===== src/common/pll_pkg.sv =====
// constants for the pll divider control register slice
package pll_pkg;

   // register indices; byte address is four times the index
   localparam int         IDX_W         = 10;
   localparam logic [9:0] IDX_MODE      = 10'h010;
   localparam logic [9:0] IDX_REF_LOW   = 10'h011;
   localparam logic [9:0] IDX_REF_HIGH  = 10'h012;
   localparam logic [9:0] IDX_SWALLOW   = 10'h013;
   localparam logic [9:0] IDX_FB_LOW    = 10'h014;
   localparam logic [9:0] IDX_FB_HIGH   = 10'h015;
   localparam logic [9:0] IDX_CTRL      = 10'h016;

   // counter and mode field widths
   localparam int REF_W     = 14;
   localparam int SWALLOW_W = 6;
   localparam int FB_W      = 13;
   localparam int MODE_W    = 2;

   // field layout
   localparam int REF_HIGH_W  = REF_W - 8;
   localparam int FB_HIGH_W   = FB_W - 8;
   localparam int PUMP_HALF_BIT = 7;
   localparam int REF_RST_BIT   = 6;
   localparam int FB_RST_BIT    = 5;
   localparam int ALL_RST_BIT   = 4;

   // reset values
   localparam logic [7:0] RST_REF_LOW  = 8'h01;
   localparam logic [7:0] RST_REF_HIGH = 8'h00;
   localparam logic [7:0] RST_SWALLOW  = 8'h00;
   localparam logic [7:0] RST_FB_LOW   = 8'h03;
   localparam logic [7:0] RST_FB_HIGH  = 8'h00;
   localparam logic [1:0] RST_MODE     = 2'h1;
   localparam logic [3:0] RST_CTRL     = 4'h0;

   // operating mode encodings
   localparam logic [1:0] MODE_NORMAL   = 2'h0;
   localparam logic [1:0] MODE_ASYNC_PD = 2'h1;
   localparam logic [1:0] MODE_UNUSED   = 2'h2;
   localparam logic [1:0] MODE_SYNC_PD  = 2'h3;

endpackage


===== src/hdl/apb_word_decode.sv =====
// apb address and phase decode for the pll register slice
`timescale 1ns/1ps
module apb_word_decode #(
   parameter int ADDR_W = 12
) (
   // apb request
   input  wire logic [ADDR_W-1:0]     paddr_i,
   input  wire logic                  psel_i,
   input  wire logic                  penable_i,
   input  wire logic                  pwrite_i,
   // decode
   output logic                       setup_o,
   output logic                       mapped_o,
   output logic [pll_pkg::IDX_W-1:0]  index_o,
   output logic                       wr_setup_o
);

   function automatic logic is_mapped(input logic [pll_pkg::IDX_W-1:0] idx);
      return (idx >= pll_pkg::IDX_MODE) && (idx <= pll_pkg::IDX_CTRL);
   endfunction

   wire aligned_w = (paddr_i[1:0] == 2'h0);

   assign setup_o    = psel_i & ~penable_i;
   assign index_o    = pll_pkg::IDX_W'(paddr_i[ADDR_W-1:2]);
   assign mapped_o   = aligned_w & is_mapped(index_o);
   assign wr_setup_o = setup_o & pwrite_i & mapped_o;

endmodule


===== src/hdl/divider_counter.sv =====
// programmable divide-by-n counter with hold in reset
`timescale 1ns/1ps
module divider_counter #(
   parameter int W = 14
) (
   // clock and reset
   input  wire logic         clock_i,
   input  wire logic         rstn_i,
   // control
   input  wire logic         hold_i,
   input  wire logic         tick_i,
   input  wire logic [W-1:0] divisor_i,
   // result
   output logic              pulse_o,
   output logic [W-1:0]      count_o
);

   // divisor of zero or one divides by one
   wire last_w = (divisor_i <= W'(1)) || (count_o >= divisor_i - W'(1));
   wire [W-1:0] count_next = last_w ? '0 : count_o + W'(1);

   always_ff @(posedge clock_i or negedge rstn_i) begin
      if (!rstn_i) begin
         count_o <= '0;
         pulse_o <= 1'b0;
      end else if (hold_i) begin
         count_o <= '0;
         pulse_o <= 1'b0;
      end else begin
         pulse_o <= tick_i & last_w;
         if (tick_i) begin
            count_o <= count_next;
         end
      end
   end

endmodule


===== src/hdl/pll_divider_control_regs.sv =====
// pll divider count and control registers with the dividers they steer
//
// Behaviour
// - the reference divider count is fourteen bits, its low byte at index 0x11 resetting to one.
// - the upper six reference divider bits sit in bits 5:0 at index 0x12, resetting to zero.
// - the six-bit swallow count of the feedback divider sits at index 0x13, resetting to zero.
// - the main feedback count is thirteen bits, its low byte at index 0x14 resetting to three.
// - the upper five main feedback bits sit in bits 4:0 at index 0x15, resetting to zero.
// - control bit 7 at index 0x16 forces the charge pump output to half the pump supply.
// - control bit 5 holds the swallow and main feedback counters in reset.
// - the operating mode field at index 0x10 bits 1:0 lets the pll run only when it is zero.
//
// Our own choice: the APB slave port.
`timescale 1ns/1ps
module pll_divider_control_regs #(
   parameter int ADDR_W = 12
) (
   // clock and reset
   input  wire logic                            clock_i,
   input  wire logic                            rstn_i,
   // apb slave
   input  wire logic [ADDR_W-1:0]               paddr_i,
   input  wire logic                            psel_i,
   input  wire logic                            penable_i,
   input  wire logic                            pwrite_i,
   input  wire logic [31:0]                     pwdata_i,
   output logic      [31:0]                     prdata_o,
   output logic                                 pready_o,
   output logic                                 pslverr_o,
   // divider inputs, one-cycle enables on clock_i
   input  wire logic                            ref_tick_i,
   input  wire logic                            vco_tick_i,
   // pll control outputs
   output logic                                 charge_pump_output_half_o,
   output logic                                 ref_div_reset_o,
   output logic                                 fb_div_reset_o,
   output logic                                 pll_active_o,
   output logic      [pll_pkg::REF_W-1:0]       ref_count_o,
   output logic      [pll_pkg::SWALLOW_W-1:0]   swallow_count_o,
   output logic      [pll_pkg::FB_W-1:0]        fb_count_o,
   // divider outputs
   output logic                                 ref_div_pulse_o,
   output logic                                 fb_div_pulse_o,
   output logic                                 modulus_sel_o
);

   // ------------------------------------------------------------------
   // apb decode
   // ------------------------------------------------------------------
   logic                        setup_w;
   logic                        mapped_w;
   logic                        wr_setup_w;
   logic [pll_pkg::IDX_W-1:0]   index_w;

   apb_word_decode #(
      .ADDR_W (ADDR_W)
   ) u_decode (
      .paddr_i    (paddr_i),
      .psel_i     (psel_i),
      .penable_i  (penable_i),
      .pwrite_i   (pwrite_i),
      .setup_o    (setup_w),
      .mapped_o   (mapped_w),
      .index_o    (index_w),
      .wr_setup_o (wr_setup_w)
   );

   // write takes effect at the access edge that samples pready
   wire access_done_w = psel_i & penable_i & pready_o;
   wire commit_w      = access_done_w & pwrite_i & ~pslverr_o;

   wire wr_mode_w     = commit_w & (index_w == pll_pkg::IDX_MODE);
   wire wr_ref_low_w  = commit_w & (index_w == pll_pkg::IDX_REF_LOW);
   wire wr_ref_high_w = commit_w & (index_w == pll_pkg::IDX_REF_HIGH);
   wire wr_swallow_w  = commit_w & (index_w == pll_pkg::IDX_SWALLOW);
   wire wr_fb_low_w   = commit_w & (index_w == pll_pkg::IDX_FB_LOW);
   wire wr_fb_high_w  = commit_w & (index_w == pll_pkg::IDX_FB_HIGH);
   wire wr_ctrl_w     = commit_w & (index_w == pll_pkg::IDX_CTRL);

   // ------------------------------------------------------------------
   // register storage
   // ------------------------------------------------------------------
   logic [pll_pkg::MODE_W-1:0]  mode_reg;
   logic [3:0]                  ctrl_reg;

   localparam logic [pll_pkg::REF_W-1:0] REF_RESET =
      {pll_pkg::RST_REF_HIGH[pll_pkg::REF_HIGH_W-1:0], pll_pkg::RST_REF_LOW};
   localparam logic [pll_pkg::FB_W-1:0] FB_RESET =
      {pll_pkg::RST_FB_HIGH[pll_pkg::FB_HIGH_W-1:0], pll_pkg::RST_FB_LOW};

   always_ff @(posedge clock_i or negedge rstn_i) begin
      if (!rstn_i) begin
         ref_count_o <= REF_RESET;
      end else begin
         if (wr_ref_low_w) begin
            ref_count_o[7:0] <= pwdata_i[7:0];
         end
         if (wr_ref_high_w) begin
            ref_count_o[pll_pkg::REF_W-1:8] <= pwdata_i[pll_pkg::REF_HIGH_W-1:0];
         end
      end
   end

   always_ff @(posedge clock_i or negedge rstn_i) begin
      if (!rstn_i) begin
         swallow_count_o <= pll_pkg::RST_SWALLOW[pll_pkg::SWALLOW_W-1:0];
      end else if (wr_swallow_w) begin
         swallow_count_o <= pwdata_i[pll_pkg::SWALLOW_W-1:0];
      end
   end

   always_ff @(posedge clock_i or negedge rstn_i) begin
      if (!rstn_i) begin
         fb_count_o <= FB_RESET;
      end else begin
         if (wr_fb_low_w) begin
            fb_count_o[7:0] <= pwdata_i[7:0];
         end
         if (wr_fb_high_w) begin
            fb_count_o[pll_pkg::FB_W-1:8] <= pwdata_i[pll_pkg::FB_HIGH_W-1:0];
         end
      end
   end

   always_ff @(posedge clock_i or negedge rstn_i) begin
      if (!rstn_i) begin
         mode_reg <= pll_pkg::RST_MODE;
         ctrl_reg <= pll_pkg::RST_CTRL;
      end else begin
         if (wr_mode_w) begin
            mode_reg <= pwdata_i[pll_pkg::MODE_W-1:0];
         end
         if (wr_ctrl_w) begin
            ctrl_reg <= pwdata_i[7:4];
         end
      end
   end

   // ------------------------------------------------------------------
   // read mux, zero above the documented bits
   // ------------------------------------------------------------------
   wire [7:0] ctrl_byte_w = {ctrl_reg, 4'h0};
   wire [7:0] rd_byte_w =
      (index_w == pll_pkg::IDX_MODE)     ? {6'h00, mode_reg} :
      (index_w == pll_pkg::IDX_REF_LOW)  ? ref_count_o[7:0] :
      (index_w == pll_pkg::IDX_REF_HIGH) ? {2'h0, ref_count_o[pll_pkg::REF_W-1:8]} :
      (index_w == pll_pkg::IDX_SWALLOW)  ? {2'h0, swallow_count_o} :
      (index_w == pll_pkg::IDX_FB_LOW)   ? fb_count_o[7:0] :
      (index_w == pll_pkg::IDX_FB_HIGH)  ? {3'h0, fb_count_o[pll_pkg::FB_W-1:8]} :
      (index_w == pll_pkg::IDX_CTRL)     ? ctrl_byte_w :
                                           8'h00;
   wire [31:0] rd_word_w = (setup_w & ~pwrite_i & mapped_w) ? {24'h000000, rd_byte_w} : 32'h00000000;

   // answer prepared in the setup cycle, one access cycle, no wait
   always_ff @(posedge clock_i or negedge rstn_i) begin
      if (!rstn_i) begin
         pready_o  <= 1'b0;
         pslverr_o <= 1'b0;
         prdata_o  <= 32'h00000000;
      end else begin
         pready_o  <= setup_w;
         pslverr_o <= setup_w & ~mapped_w;
         if (setup_w) begin
            prdata_o <= rd_word_w;
         end
      end
   end

   // ------------------------------------------------------------------
   // control decode
   // ------------------------------------------------------------------
   wire mode_normal_w = (mode_reg == pll_pkg::MODE_NORMAL);
   wire all_hold_w    = ctrl_reg[pll_pkg::ALL_RST_BIT - 4];
   wire ref_hold_w    = ctrl_reg[pll_pkg::REF_RST_BIT - 4] | all_hold_w;
   wire fb_hold_w     = ctrl_reg[pll_pkg::FB_RST_BIT - 4] | all_hold_w;
   wire pump_half_w   = ctrl_reg[pll_pkg::PUMP_HALF_BIT - 4];

   always_ff @(posedge clock_i or negedge rstn_i) begin
      if (!rstn_i) begin
         charge_pump_output_half_o <= 1'b0;
         ref_div_reset_o           <= 1'b0;
         fb_div_reset_o            <= 1'b0;
         pll_active_o              <= 1'b0;
      end else begin
         charge_pump_output_half_o <= pump_half_w;
         ref_div_reset_o           <= ref_hold_w;
         fb_div_reset_o            <= fb_hold_w;
         pll_active_o              <= mode_normal_w;
      end
   end

   // ------------------------------------------------------------------
   // dividers, run only while the pll is active
   // ------------------------------------------------------------------
   wire ref_hold_all_w = ref_div_reset_o | ~pll_active_o;
   wire fb_hold_all_w  = fb_div_reset_o | ~pll_active_o;

   divider_counter #(
      .W (pll_pkg::REF_W)
   ) u_ref_div (
      .clock_i   (clock_i),
      .rstn_i    (rstn_i),
      .hold_i    (ref_hold_all_w),
      .tick_i    (ref_tick_i),
      .divisor_i (ref_count_o),
      .pulse_o   (ref_div_pulse_o),
      .count_o   ()
   );

   divider_counter #(
      .W (pll_pkg::FB_W)
   ) u_fb_div (
      .clock_i   (clock_i),
      .rstn_i    (rstn_i),
      .hold_i    (fb_hold_all_w),
      .tick_i    (vco_tick_i),
      .divisor_i (fb_count_o),
      .pulse_o   (fb_div_pulse_o),
      .count_o   ()
   );

   // swallow phase: higher modulus for the first swallow_count ticks of each cycle
   logic [pll_pkg::SWALLOW_W-1:0] swallow_reg;
   logic [pll_pkg::SWALLOW_W-1:0] swallow_next;
   wire swallowing_w = (swallow_reg < swallow_count_o);

   assign swallow_next = fb_div_pulse_o ? '0 :
                         (vco_tick_i & swallowing_w) ? swallow_reg + pll_pkg::SWALLOW_W'(1) :
                         swallow_reg;

   always_ff @(posedge clock_i or negedge rstn_i) begin
      if (!rstn_i) begin
         swallow_reg   <= '0;
         modulus_sel_o <= 1'b0;
      end else if (fb_hold_all_w) begin
         swallow_reg   <= '0;
         modulus_sel_o <= 1'b0;
      end else begin
         swallow_reg   <= swallow_next;
         modulus_sel_o <= swallowing_w;
      end
   end
endmodule


===== config.mk =====
export PLATFORM = sky130hd
export DESIGN_NAME = pll_divider_control_regs
export DESIGN_NICKNAME = d
export VERILOG_FILES = /design/src/common/pll_pkg.sv /design/src/hdl/apb_word_decode.sv /design/src/hdl/divider_counter.sv /design/src/hdl/pll_divider_control_regs.sv
export SDC_FILE = /design/constraint.sdc
export NUM_CORES = 1
export LEC_CHECK = 0
export BUFFER_PORTS_ARGS = -buffer_cell sky130_fd_sc_hd__buf_2
export CELL_PAD_IN_SITES_DETAIL_PLACEMENT = 1
export CELL_PAD_IN_SITES_GLOBAL_PLACEMENT = 1
export CORE_ASPECT_RATIO = 1.4
export CORE_MARGIN = 5
export CORE_UTILIZATION = 45
export DETAILED_ROUTE_END_ITERATION = 10
export GPL_TIMING_DRIVEN = 0
export PLACE_DENSITY = 0.91
export SYNTH_ARGS = -nofsm -noshare
export SYNTH_HDL_FRONTEND = slang
export SYNTH_SLANG_ARGS = --single-unit

===== constraint.sdc =====
create_clock -name clock_i -period 5.7 [get_ports clock_i]
set_clock_uncertainty 0.1 [all_clocks]
set_input_delay 0.285 -clock clock_i [delete_from_list [all_inputs] [get_ports clock_i]]
set_output_delay 0.285 -clock clock_i [all_outputs]
set_load 0.01 [all_outputs]

==> out/metrics.yaml, run 1 <==
outcome: "finished clean"
p_leak_nw: 3.428
cts_max_path_buffers: 2
fp.dieArea_um2: 14920
num_vias: 5092
r2r_slack_ns: 1.27
relSlewSlack_pct: 13.72
max_freq_mhz: 225.8
io_buffers: 76
setup_viol: 0
die_h_um: 142.5
fin_hold_ws_ns: 0.1082
clock-sinks: 89
required_ns: 5.83
drive_above_1_share_pct: 25.22
ys_seq_elements: 89
placed_cells: 827
critPathArrivalTime_ns: 4.56
finalSetupTns_ns: 0
num-nets-final: 779
yosysTopAreaCell: "dfrtp_1"
synth_top_area_share_pct: 37.67
stdcell_count: 846
floorplan.initialDensity_pct: 45.86
firstDrtPassIters: 4
hold_viol: 0
io_pins: 125
grt_pass1_wl_um: 30490
grt_setup_unrepaired: "no"
synth-main-ff-cell: "dfrtp_1"
top_regs: "ref_count_o: 14 flops, u_ref_div.count_o: 14 flops"
drc: 0
min_path_type: "primary input to flop"
ys.warnings.count: 0
end_kind: "flop"
area_delta_synth_final_pct: 17.82
async_reset_ff_share_pct: 100.0
maxCapViolCount: 0
die-width_um: 104.7
yosysSeqAreaShare_pct: 39.53
drv_slew: 0
cts_buffers: 9
netlist_top_cells_count: "85 x dfrtp_1, 39 x ha_1, 39 x nand2_1"
start_kind: "flop"
min_from: "pwdata_i[7]"
clk_pin_slew_ns: 0.07
finalCritPeriodShare_pct: 77.71
mappedNetlistArea_um2: 5647
cp_slowest_cell: "or4_1"
critPathBufInv: 1
clk_latency_ns: 0.35
grt_usage_pct: 25.48
min_to: "fb_count_o[7]"
path_max_fanout: 10
drtAntennaViolNets: 0
worst_slack_ns: 1.271
synth_cells: 577
place.gp.congestion: 0.8929
grt_antenna_before_repair: 2
rr_worst_depth: 11
grt_max_degree: 75
power.density_nw_per_um2: 217.0
worst_path_largest_cell_delay_ns: 0.61
wl_per_cell_um: 22.35
routed_wl_um: 18910
yosys.cell_count.top_type: "dfrtp_1"
cts.htree.levels: 3
cts-root-buf: "clkbuf_16"
whs_path_depth: 2
fillers: 1410
path_cells: "or4_1 -> or3_1 -> or4_1 -> xor2_1 -> ha_1 -> and3_1 -> o2111ai_1 -> nor3_1 -> clkbuf_1 -> nor3_1 -> a211o_1"
cts_setup_buffers: 0
synth_edf_count: 0
ir_drop_mv: 0.1414
critPathTopFamily: "simple AND/OR/NAND/NOR gates"
post-dp-hpwl_um: 13850
overflow: 0
grt_pass1_vias: 5699
syn_avg_cell_area_um2: 9.786
cts_tree: "yes"
timing.rr.end: "u_ref_div.count_o[7]"
worst_slew_pin_slew_ns: 1.291
min_period_ns: 4.429
critical_path_class: "flop to flop"
core_area_um2: 12310
core.rowCount: 48
viasPerCell: 6.019
dpl_worst_slack_ns: 1.321
synth_cell_type_count: 65
rr_startpoint: "ref_count_o[6]"
synth_area_leaders: "dfrtp_1 38%, ha_1 8.6%, mux2_2 7.6%"
drtIter0Drc: 247
[worst max path at each step]
stage	start	end	cells past startpoint
detailed placement	ref_count_o[6]	u_ref_div.count_o[7]	11
global placement	ref_count_o[6]	u_ref_div.count_o[4]	11
global route	ref_count_o[6]	u_ref_div.count_o[8]	11
finish	ref_count_o[6]	u_ref_div.count_o[7]	11
CTS	ref_count_o[6]	u_ref_div.count_o[7]	11
floorplan	ref_count_o[6]	u_ref_div.count_o[8]	12
[metrics by stage]
stage | utilization, % | cell area (µm²) | total power, W
4_1_cts | 53.99 | 6648 | 0.001452
5_1_grt | 54.03 | 6653 | 0.001501
6_report | 54.03 | 6653 | 0.001444
2_1_floorplan | - | 5733 | 0.0007650
3_5_place_dp | 51.42 | 6331 | 0.0008291
3_3_place_gp | 51.18 | 6301 | 0.0008159
[cells by family (layout without fill, tap and decap cells)]
| logic type | Yosys count | in the layout | synth area share [%] |
|---|---|---|---|
| xor gates and xnor gates | 27 | 27 | 4.188 |
| adders and majority gates | 39 | 39 | 8.642 |
| and+or+nand+nor | 200 | 200 | 18.75 |
| muxes | 44 | 44 | 8.642 |
| DFF | 89 | 89 | 39.53 |
| buffers and inverters | 58 | 152 | 5.872 |
| other | 1 | 26 | 0.06641 |
| AOI/OAI and AO/OA | 119 | 119 | 14.31 |
[report_power, final]
part	leakage, nW	switching [W]	internal, W
Clock	0.145	0.000270	0.000353
Sequential	1.21	0.0000245	0.000648
Combinational	2.08	0.0000873	0.0000608
[worst reg2reg max path: cells and delay by family (launching register included)]
| family | cells | cell delay, ns |
|---|---|---|
| adder cells (fa/ha/maj) | 1 | 0.30 |
| AND/OR/NAND/NOR | 6 | 2.39 |
| buffers and inverters | 1 | 0.48 |
| AO/OA/AOI/OAI | 2 | 0.43 |
| XOR/XNOR | 1 | 0.16 |
| flip-flops | 1 | 0.46 |
[cell usage in the layout, fill, tap and decap left out, types with 9 or more instances in the layout]
master	instances
nor3_1	22
nand3_1	19
mux2_2	38
xnor2_1	19
ha_1	39
nor2_1	38
clkbuf_1	9
buf_2	76
buf_4	26
a21oi_1	27
and3_1	9
clkbuf_16	9
dfrtp_1	85
or3_1	11
o21ai_0	23
nand2_1	39
inv_1	19
nor4_1	9
conb_1	24
[layout make-up]
type | instances | area (µm²) | share of cell area [%]
inverters | 19 | 71.32 | 1.072
clock buffers | 10 | 239.0 | 3.592
flip-flops and latches | 89 | 2232 | 33.55
clock inverters | 6 | 67.56 | 1.016
plain buffers | 39 | 260.3 | 3.912
multi-input cells | 453 | 3169 | 47.64
well taps | 150 | 187.7 | 2.821
diodes | 2 | 5.005 | 0.07523
repair buffers | 78 | 420.4 | 6.319
[routing by layer]
metal	track usage, %	part of all wire [%]	vias up
li1	-	-	2299
met1	26.54	36	2573
met2	49.02	56	166
met3	4.131	3.8	54
met4	12.46	4.2	0
met5	0	0	-
[what timing repair did]
item	4_1_cts	5_1_grt
resized for setup	0	0
hold endpoints to repair	15	0
hold buffers	1	0
Note: power is estimated with default switching activity, not from simulation.
==> run 2: changes to the inputs <==
Settings changed: CORE_UTILIZATION 45 to 38, PLACE_DENSITY 0.91 to 0.82.
Clock period 5.7 ns to 3.9 ns, I/O delays scaled along.
==> run 2 against run 1 <==
Largest power group is now the clock network. Hold slack got worse by 0.068 ns. Sequential share of layout area down 0.91 points. First-iteration DRC count shrank 7.3%. Final area rose by 3.0%. Worst setup slack worse by 1.2 ns. Largest cell class unchanged. Core utilization shrank 6.8 points. Via count decreased by 0.86%.
==> out/metrics.yaml, run 2 (synthesized netlist as in run 1, its figures left out) <==
outcome: "finished clean"
end_kind: "flop"
fin_hold_ws_ns: 0.04000
drtIter0Drc: 229
finalSetupTns_ns: 0
num_vias: 5048
hold_viol: 0
r2r_slack_ns: 0.05
rr_startpoint: "ref_count_o[5]"
min_from: "pwdata_i[6]"
cts.htree.levels: 3
power.density_nw_per_um2: 319.0
die_h_um: 154.2
drtAntennaViolNets: 0
num_antenna_cells: 0
min_path_type: "primary input to flop"
routed_wl_um: 18060
maxCapViolCount: 0
drive_above_1_share_pct: 28.29
core_area_um2: 14510
p_comb_share_pct: 9.7
clk_pin_slew_ns: 0.07
path_max_fanout: 10
grt_pass1_wl_um: 28650
finalCritPeriodShare_pct: 98.61
min_period_ns: 3.846
final_common_cell: "dfrtp_1"
placed_cells: 866
firstDrtPassIters: 4
grt_max_degree: 64
setup_viol: 0
cts_buffers: 9
wl_per_cell_um: 20.31
io_buffers: 76
drc: 0
fin_util_pct: 47.24
whs_path_depth: 2
grt_usage_pct: 20.66
cts_tree: "yes"
core.rowCount: 52
place.gp.congestion: 0.8439
layout_common_cells: "81 x dfrtp_1, 78 x buf_2, 39 x nand2_1, 39 x ha_1"
cts_max_path_buffers: 2
worst_slew_pin_slew_ns: 1.341
clk_latency_ns: 0.35
die-width_um: 113.0
power_frac_seq_pct: 44.9
clock-sinks: 89
min_to: "ref_count_o[6]"
grt_antenna_before_repair: 0
max_freq_mhz: 260.0
p_clk_share_pct: 45.4
required_ns: 4.03
fp.dieArea_um2: 17430
overflow: 0
num-nets-final: 785
cts-root-buf: "clkbuf_16"
start_kind: "flop"
fillers: 1703
p_leak_nw: 3.486
power.internal_w: 0.001663
ir_drop_mv: 0.2377
critPathArrivalTime_ns: 3.98
critical_path_class: "flop to flop"
rr_worst_depth: 11
top_regs: "ref_count_o: 14 flops, u_ref_div.count_o: 14 flops"
netSwitchingFraction_pct: 23.93
post-dp-hpwl_um: 13710
relSlewSlack_pct: 10.42
area_delta_synth_final_pct: 21.38
stdcell_count: 889
grt_pass1_vias: 5364
timing.rr.end: "u_ref_div.count_o[7]"
io_pins: 125
viasPerCell: 5.678
power.switching_w: 0.0005232
floorplan.initialDensity_pct: 38.92
drv_slew: 0
[run 2: critical path, stage by stage, from the launching register on]
cell	delay, ns
dfrtp_2	0.48
or4_4	0.52
or3_4	0.37
or4_1	0.42
xor2_1	0.16
ha_1	0.30
and3_1	0.20
o2111ai_1	0.16
nor3_2	0.32
buf_2	0.32
nor3_1	0.09
a211o_1	0.28
[run 2: worst max path at each step]
| stage | startpoint | end | depth (start not counted) |
|---|---|---|---|
| 6_report | ref_count_o[5] | u_ref_div.count_o[7] | 11 |
| 2_1_floorplan | ref_count_o[6] | u_ref_div.count_o[8] | 12 |
| 5_1_grt | ref_count_o[5] | u_ref_div.count_o[12] | 11 |
| 4_1_cts | ref_count_o[2] | u_ref_div.count_o[8] | 12 |
| 3_5_place_dp | ref_count_o[6] | u_ref_div.count_o[7] | 11 |
| 3_3_place_gp | ref_count_o[6] | u_ref_div.count_o[4] | 11 |
[run 2: cell type report]
| class | instances | area (µm²) | area share (%) |
|---|---|---|---|
| plain buffers | 39 | 262.8 | 3.834 |
| clock buffers | 11 | 232.7 | 3.395 |
| clock inverters | 5 | 103.9 | 1.515 |
| inverters | 19 | 71.32 | 1.041 |
| multi-input cells | 453 | 3244 | 47.33 |
| flip-flops and latches | 89 | 2237 | 32.64 |
| well taps | 189 | 236.5 | 3.450 |
| repair buffers | 84 | 465.4 | 6.791 |
[run 2: per-stage QoR]
step / power, W / worst slack [ns] / area, µm²
after floorplan: 0.001118 / 0.1425 / 5733
after global placement: 0.001191 / -0.1538 / 6350
after detailed placement: 0.001208 / -0.3120 / 6380
after CTS: 0.002200 / 0.01009 / 6768
after global routing: 0.002274 / -0.008797 / 6854
final: 0.002186 / 0.05417 / 6854
[run 2: power groups by stage]
stage          registers [W]  logic (W)  clock network (W)
4_1_cts             0.000982   0.000212            0.00101
2_1_floorplan       0.000988   0.000130                  0
6_report            0.000981   0.000213           0.000992
3_5_place_dp        0.000999   0.000209                  0
5_1_grt             0.000985   0.000242            0.00105
3_3_place_gp        0.000998   0.000194                  0
[run 2: metal layers]
metal  share of wire [%]  track usage (%)
met2                  54            37.74
met3                 4.1            2.893
met5                   0                0
met1                  38            23.50
met4                 3.8            9.565
[run 2: timing repair]
action	4_1_cts	5_1_grt
pin swaps	0	1
setup endpoints to repair	14	12
resized for setup	11	12
buffers inserted	2	4
endpoints found under the hold margin	26	0
hold buffers	1	0
==> run 3: changes to the inputs <==
Settings changed: PLACE_DENSITY 0.82 to 0.79, SKIP_CTS_REPAIR_TIMING set to 1.
==> run 3 against run 2 <==
Sequential power is essentially flat. Worst setup slack improved by 0.065 ns. Combinational power hardly changed. Routed wire length is 4.7% lower. Global-route usage shrank 1.2 points. Clock-buffer cell count is 1 lower. Critical path depth unchanged. Sequential cell count unchanged. Hold slack improved by 0.0043 ns. First-iteration DRC count increased by 14%. Register-to-register slack better by 0.06 ns. Largest cell class unchanged.
==> out/metrics.yaml, run 3 (synthesized netlist as in run 1, its figures left out) <==
outcome: "finished clean"
rr_worst_depth: 11
layout_common_cells: "82 x dfrtp_1, 75 x buf_2, 39 x nand2_1, 39 x ha_1"
drtIter0Drc: 262
viasPerCell: 5.591
floorplan.initialDensity_pct: 38.92
die-width_um: 113.0
max_freq_mhz: 264.5
post-dp-hpwl_um: 13380
grt_usage_pct: 19.50
finalCritPeriodShare_pct: 96.96
relSlewSlack_pct: 9.511
cts.htree.levels: 3
grt_max_degree: 51
grt_setup_unrepaired: "no"
cts_buffers: 9
grt_antenna_before_repair: 0
fin_hold_ws_ns: 0.04427
cp_slowest_cell: "or4_4"
crit_top_cell: "or4_4"
drive_above_1_share_pct: 27.83
clk_pin_slew_ns: 0.07
min_path_type: "primary input to flop"
path_cells: "or4_4 -> or3_4 -> or4_4 -> xor2_1 -> ha_1 -> and3_1 -> o2111ai_1 -> nor3_2 -> clkbuf_4 -> nor3_1 -> a211o_1"
core.rowCount: 52
worst_slew_pin_slew_ns: 1.354
firstDrtPassIters: 4
path_max_fanout: 10
worst_path_largest_cell_delay_ns: 0.54
drc: 0
num_antenna_cells: 0
clk_latency_ns: 0.34
fp.dieArea_um2: 17430
required_ns: 4.02
critPathTopFamily: "simple AND/OR/NAND/NOR gates"
start_kind: "flop"
hold_viol: 0
num_vias: 4954
grt_pass1_wl_um: 27320
setup_viol: 0
routed_wl_um: 17210
io_buffers: 76
final_common_cell: "dfrtp_1"
area_delta_synth_final_pct: 19.81
power.density_nw_per_um2: 295.4
drtAntennaViolNets: 0
die_h_um: 154.2
io_pins: 125
min_period_ns: 3.781
maxCapViolCount: 0
critPathBufInv: 1
cts_tree: "yes"
end_kind: "flop"
clock-sinks: 89
top_regs: "ref_count_o: 14 flops, u_ref_div.count_o: 14 flops"
place.gp.congestion: 0.8681
core_area_um2: 14510
cp_num_cells: 11
critical_path_class: "flop to flop"
ir_drop_mv: 0.2342
cts_max_path_buffers: 2
grt_pass1_vias: 5279
r2r_slack_ns: 0.12
cts-root-buf: "clkbuf_16"
p_leak_nw: 3.449
num-nets-final: 782
place_area_um2: 6380
drv_slew: 0
wl_per_cell_um: 19.43
whs_path_depth: 3
critPathArrivalTime_ns: 3.91
stdcell_area_um2: 6765
overflow: 0
[run 3: cell count changes in the layout (fill, tap and decap cells not counted), moves of 2 or more]
cell / change
clkinv_2: +4
buf_2: -3
bufinv_16: -3
buf_4: -2
clkbuf_1: -2
[run 3: metrics by stage]
stage	setup slack (ns)	total power, W	utilization [%]	setup TNS [ns]	std cells
6_report	0.1187	0.001999	46.63	0	886
5_1_grt	0.005228	0.002087	46.63	0	886
3_5_place_dp	-0.3104	0.001211	43.97	-3.141	866
2_1_floorplan	0.1425	0.001118	-	0	600
4_1_cts	-0.3267	0.002015	45.85	-3.404	882
3_3_place_gp	-0.1866	0.001192	43.77	-1.570	865
[run 3: per-layer routing]
metal | track usage, % | part of all wire [%]
met1 | 22.15 | 39
met2 | 35.88 | 55
met3 | 3.010 | 3.5
met4 | 8.190 | 3.5
met5 | 0 | 0
[run 3: where the power goes]
group / total [W] / switching (W) / internal (W)
clock network: 0.000805 / 0.000360 / 0.000445
logic: 0.000212 / 0.000124 / 0.0000881
registers: 0.000982 / 0.0000340 / 0.000948
total: 0.00200 / 0.000518 / 0.00148
[run 3: path summary, 6_finish.rpt]
| path | from | end |
|---|---|---|
| min in group asynchronous | rstn_i | ref_count_o[1] |
| worst max register to register | ref_count_o[5] | u_ref_div.count_o[11] |
| worst min register to register | ctrl_reg[3] | charge_pump_output_half_o |
| worst min-delay path | pwdata_i[1] | fb_count_o[1] |
| max in group asynchronous | rstn_i | fb_count_o[0] |
| worst max-delay path | ref_count_o[5] | u_ref_div.count_o[11] |
[run 3: layout make-up]
type	count	area [µm²]
inverters	19	71.32
well taps	189	236.5
multi-input cells	453	3232
repair buffers	81	442.9
plain buffers	39	274.0
flip-flops and latches	89	2236
clock buffers	10	239.0
fillers	1708	7744
clock inverters	6	33.78
[run 3: worst min-delay path: stages]
cell and delay [ns]:
buf_2 0.15, nand2_1 0.06, o21ai_0 0.07
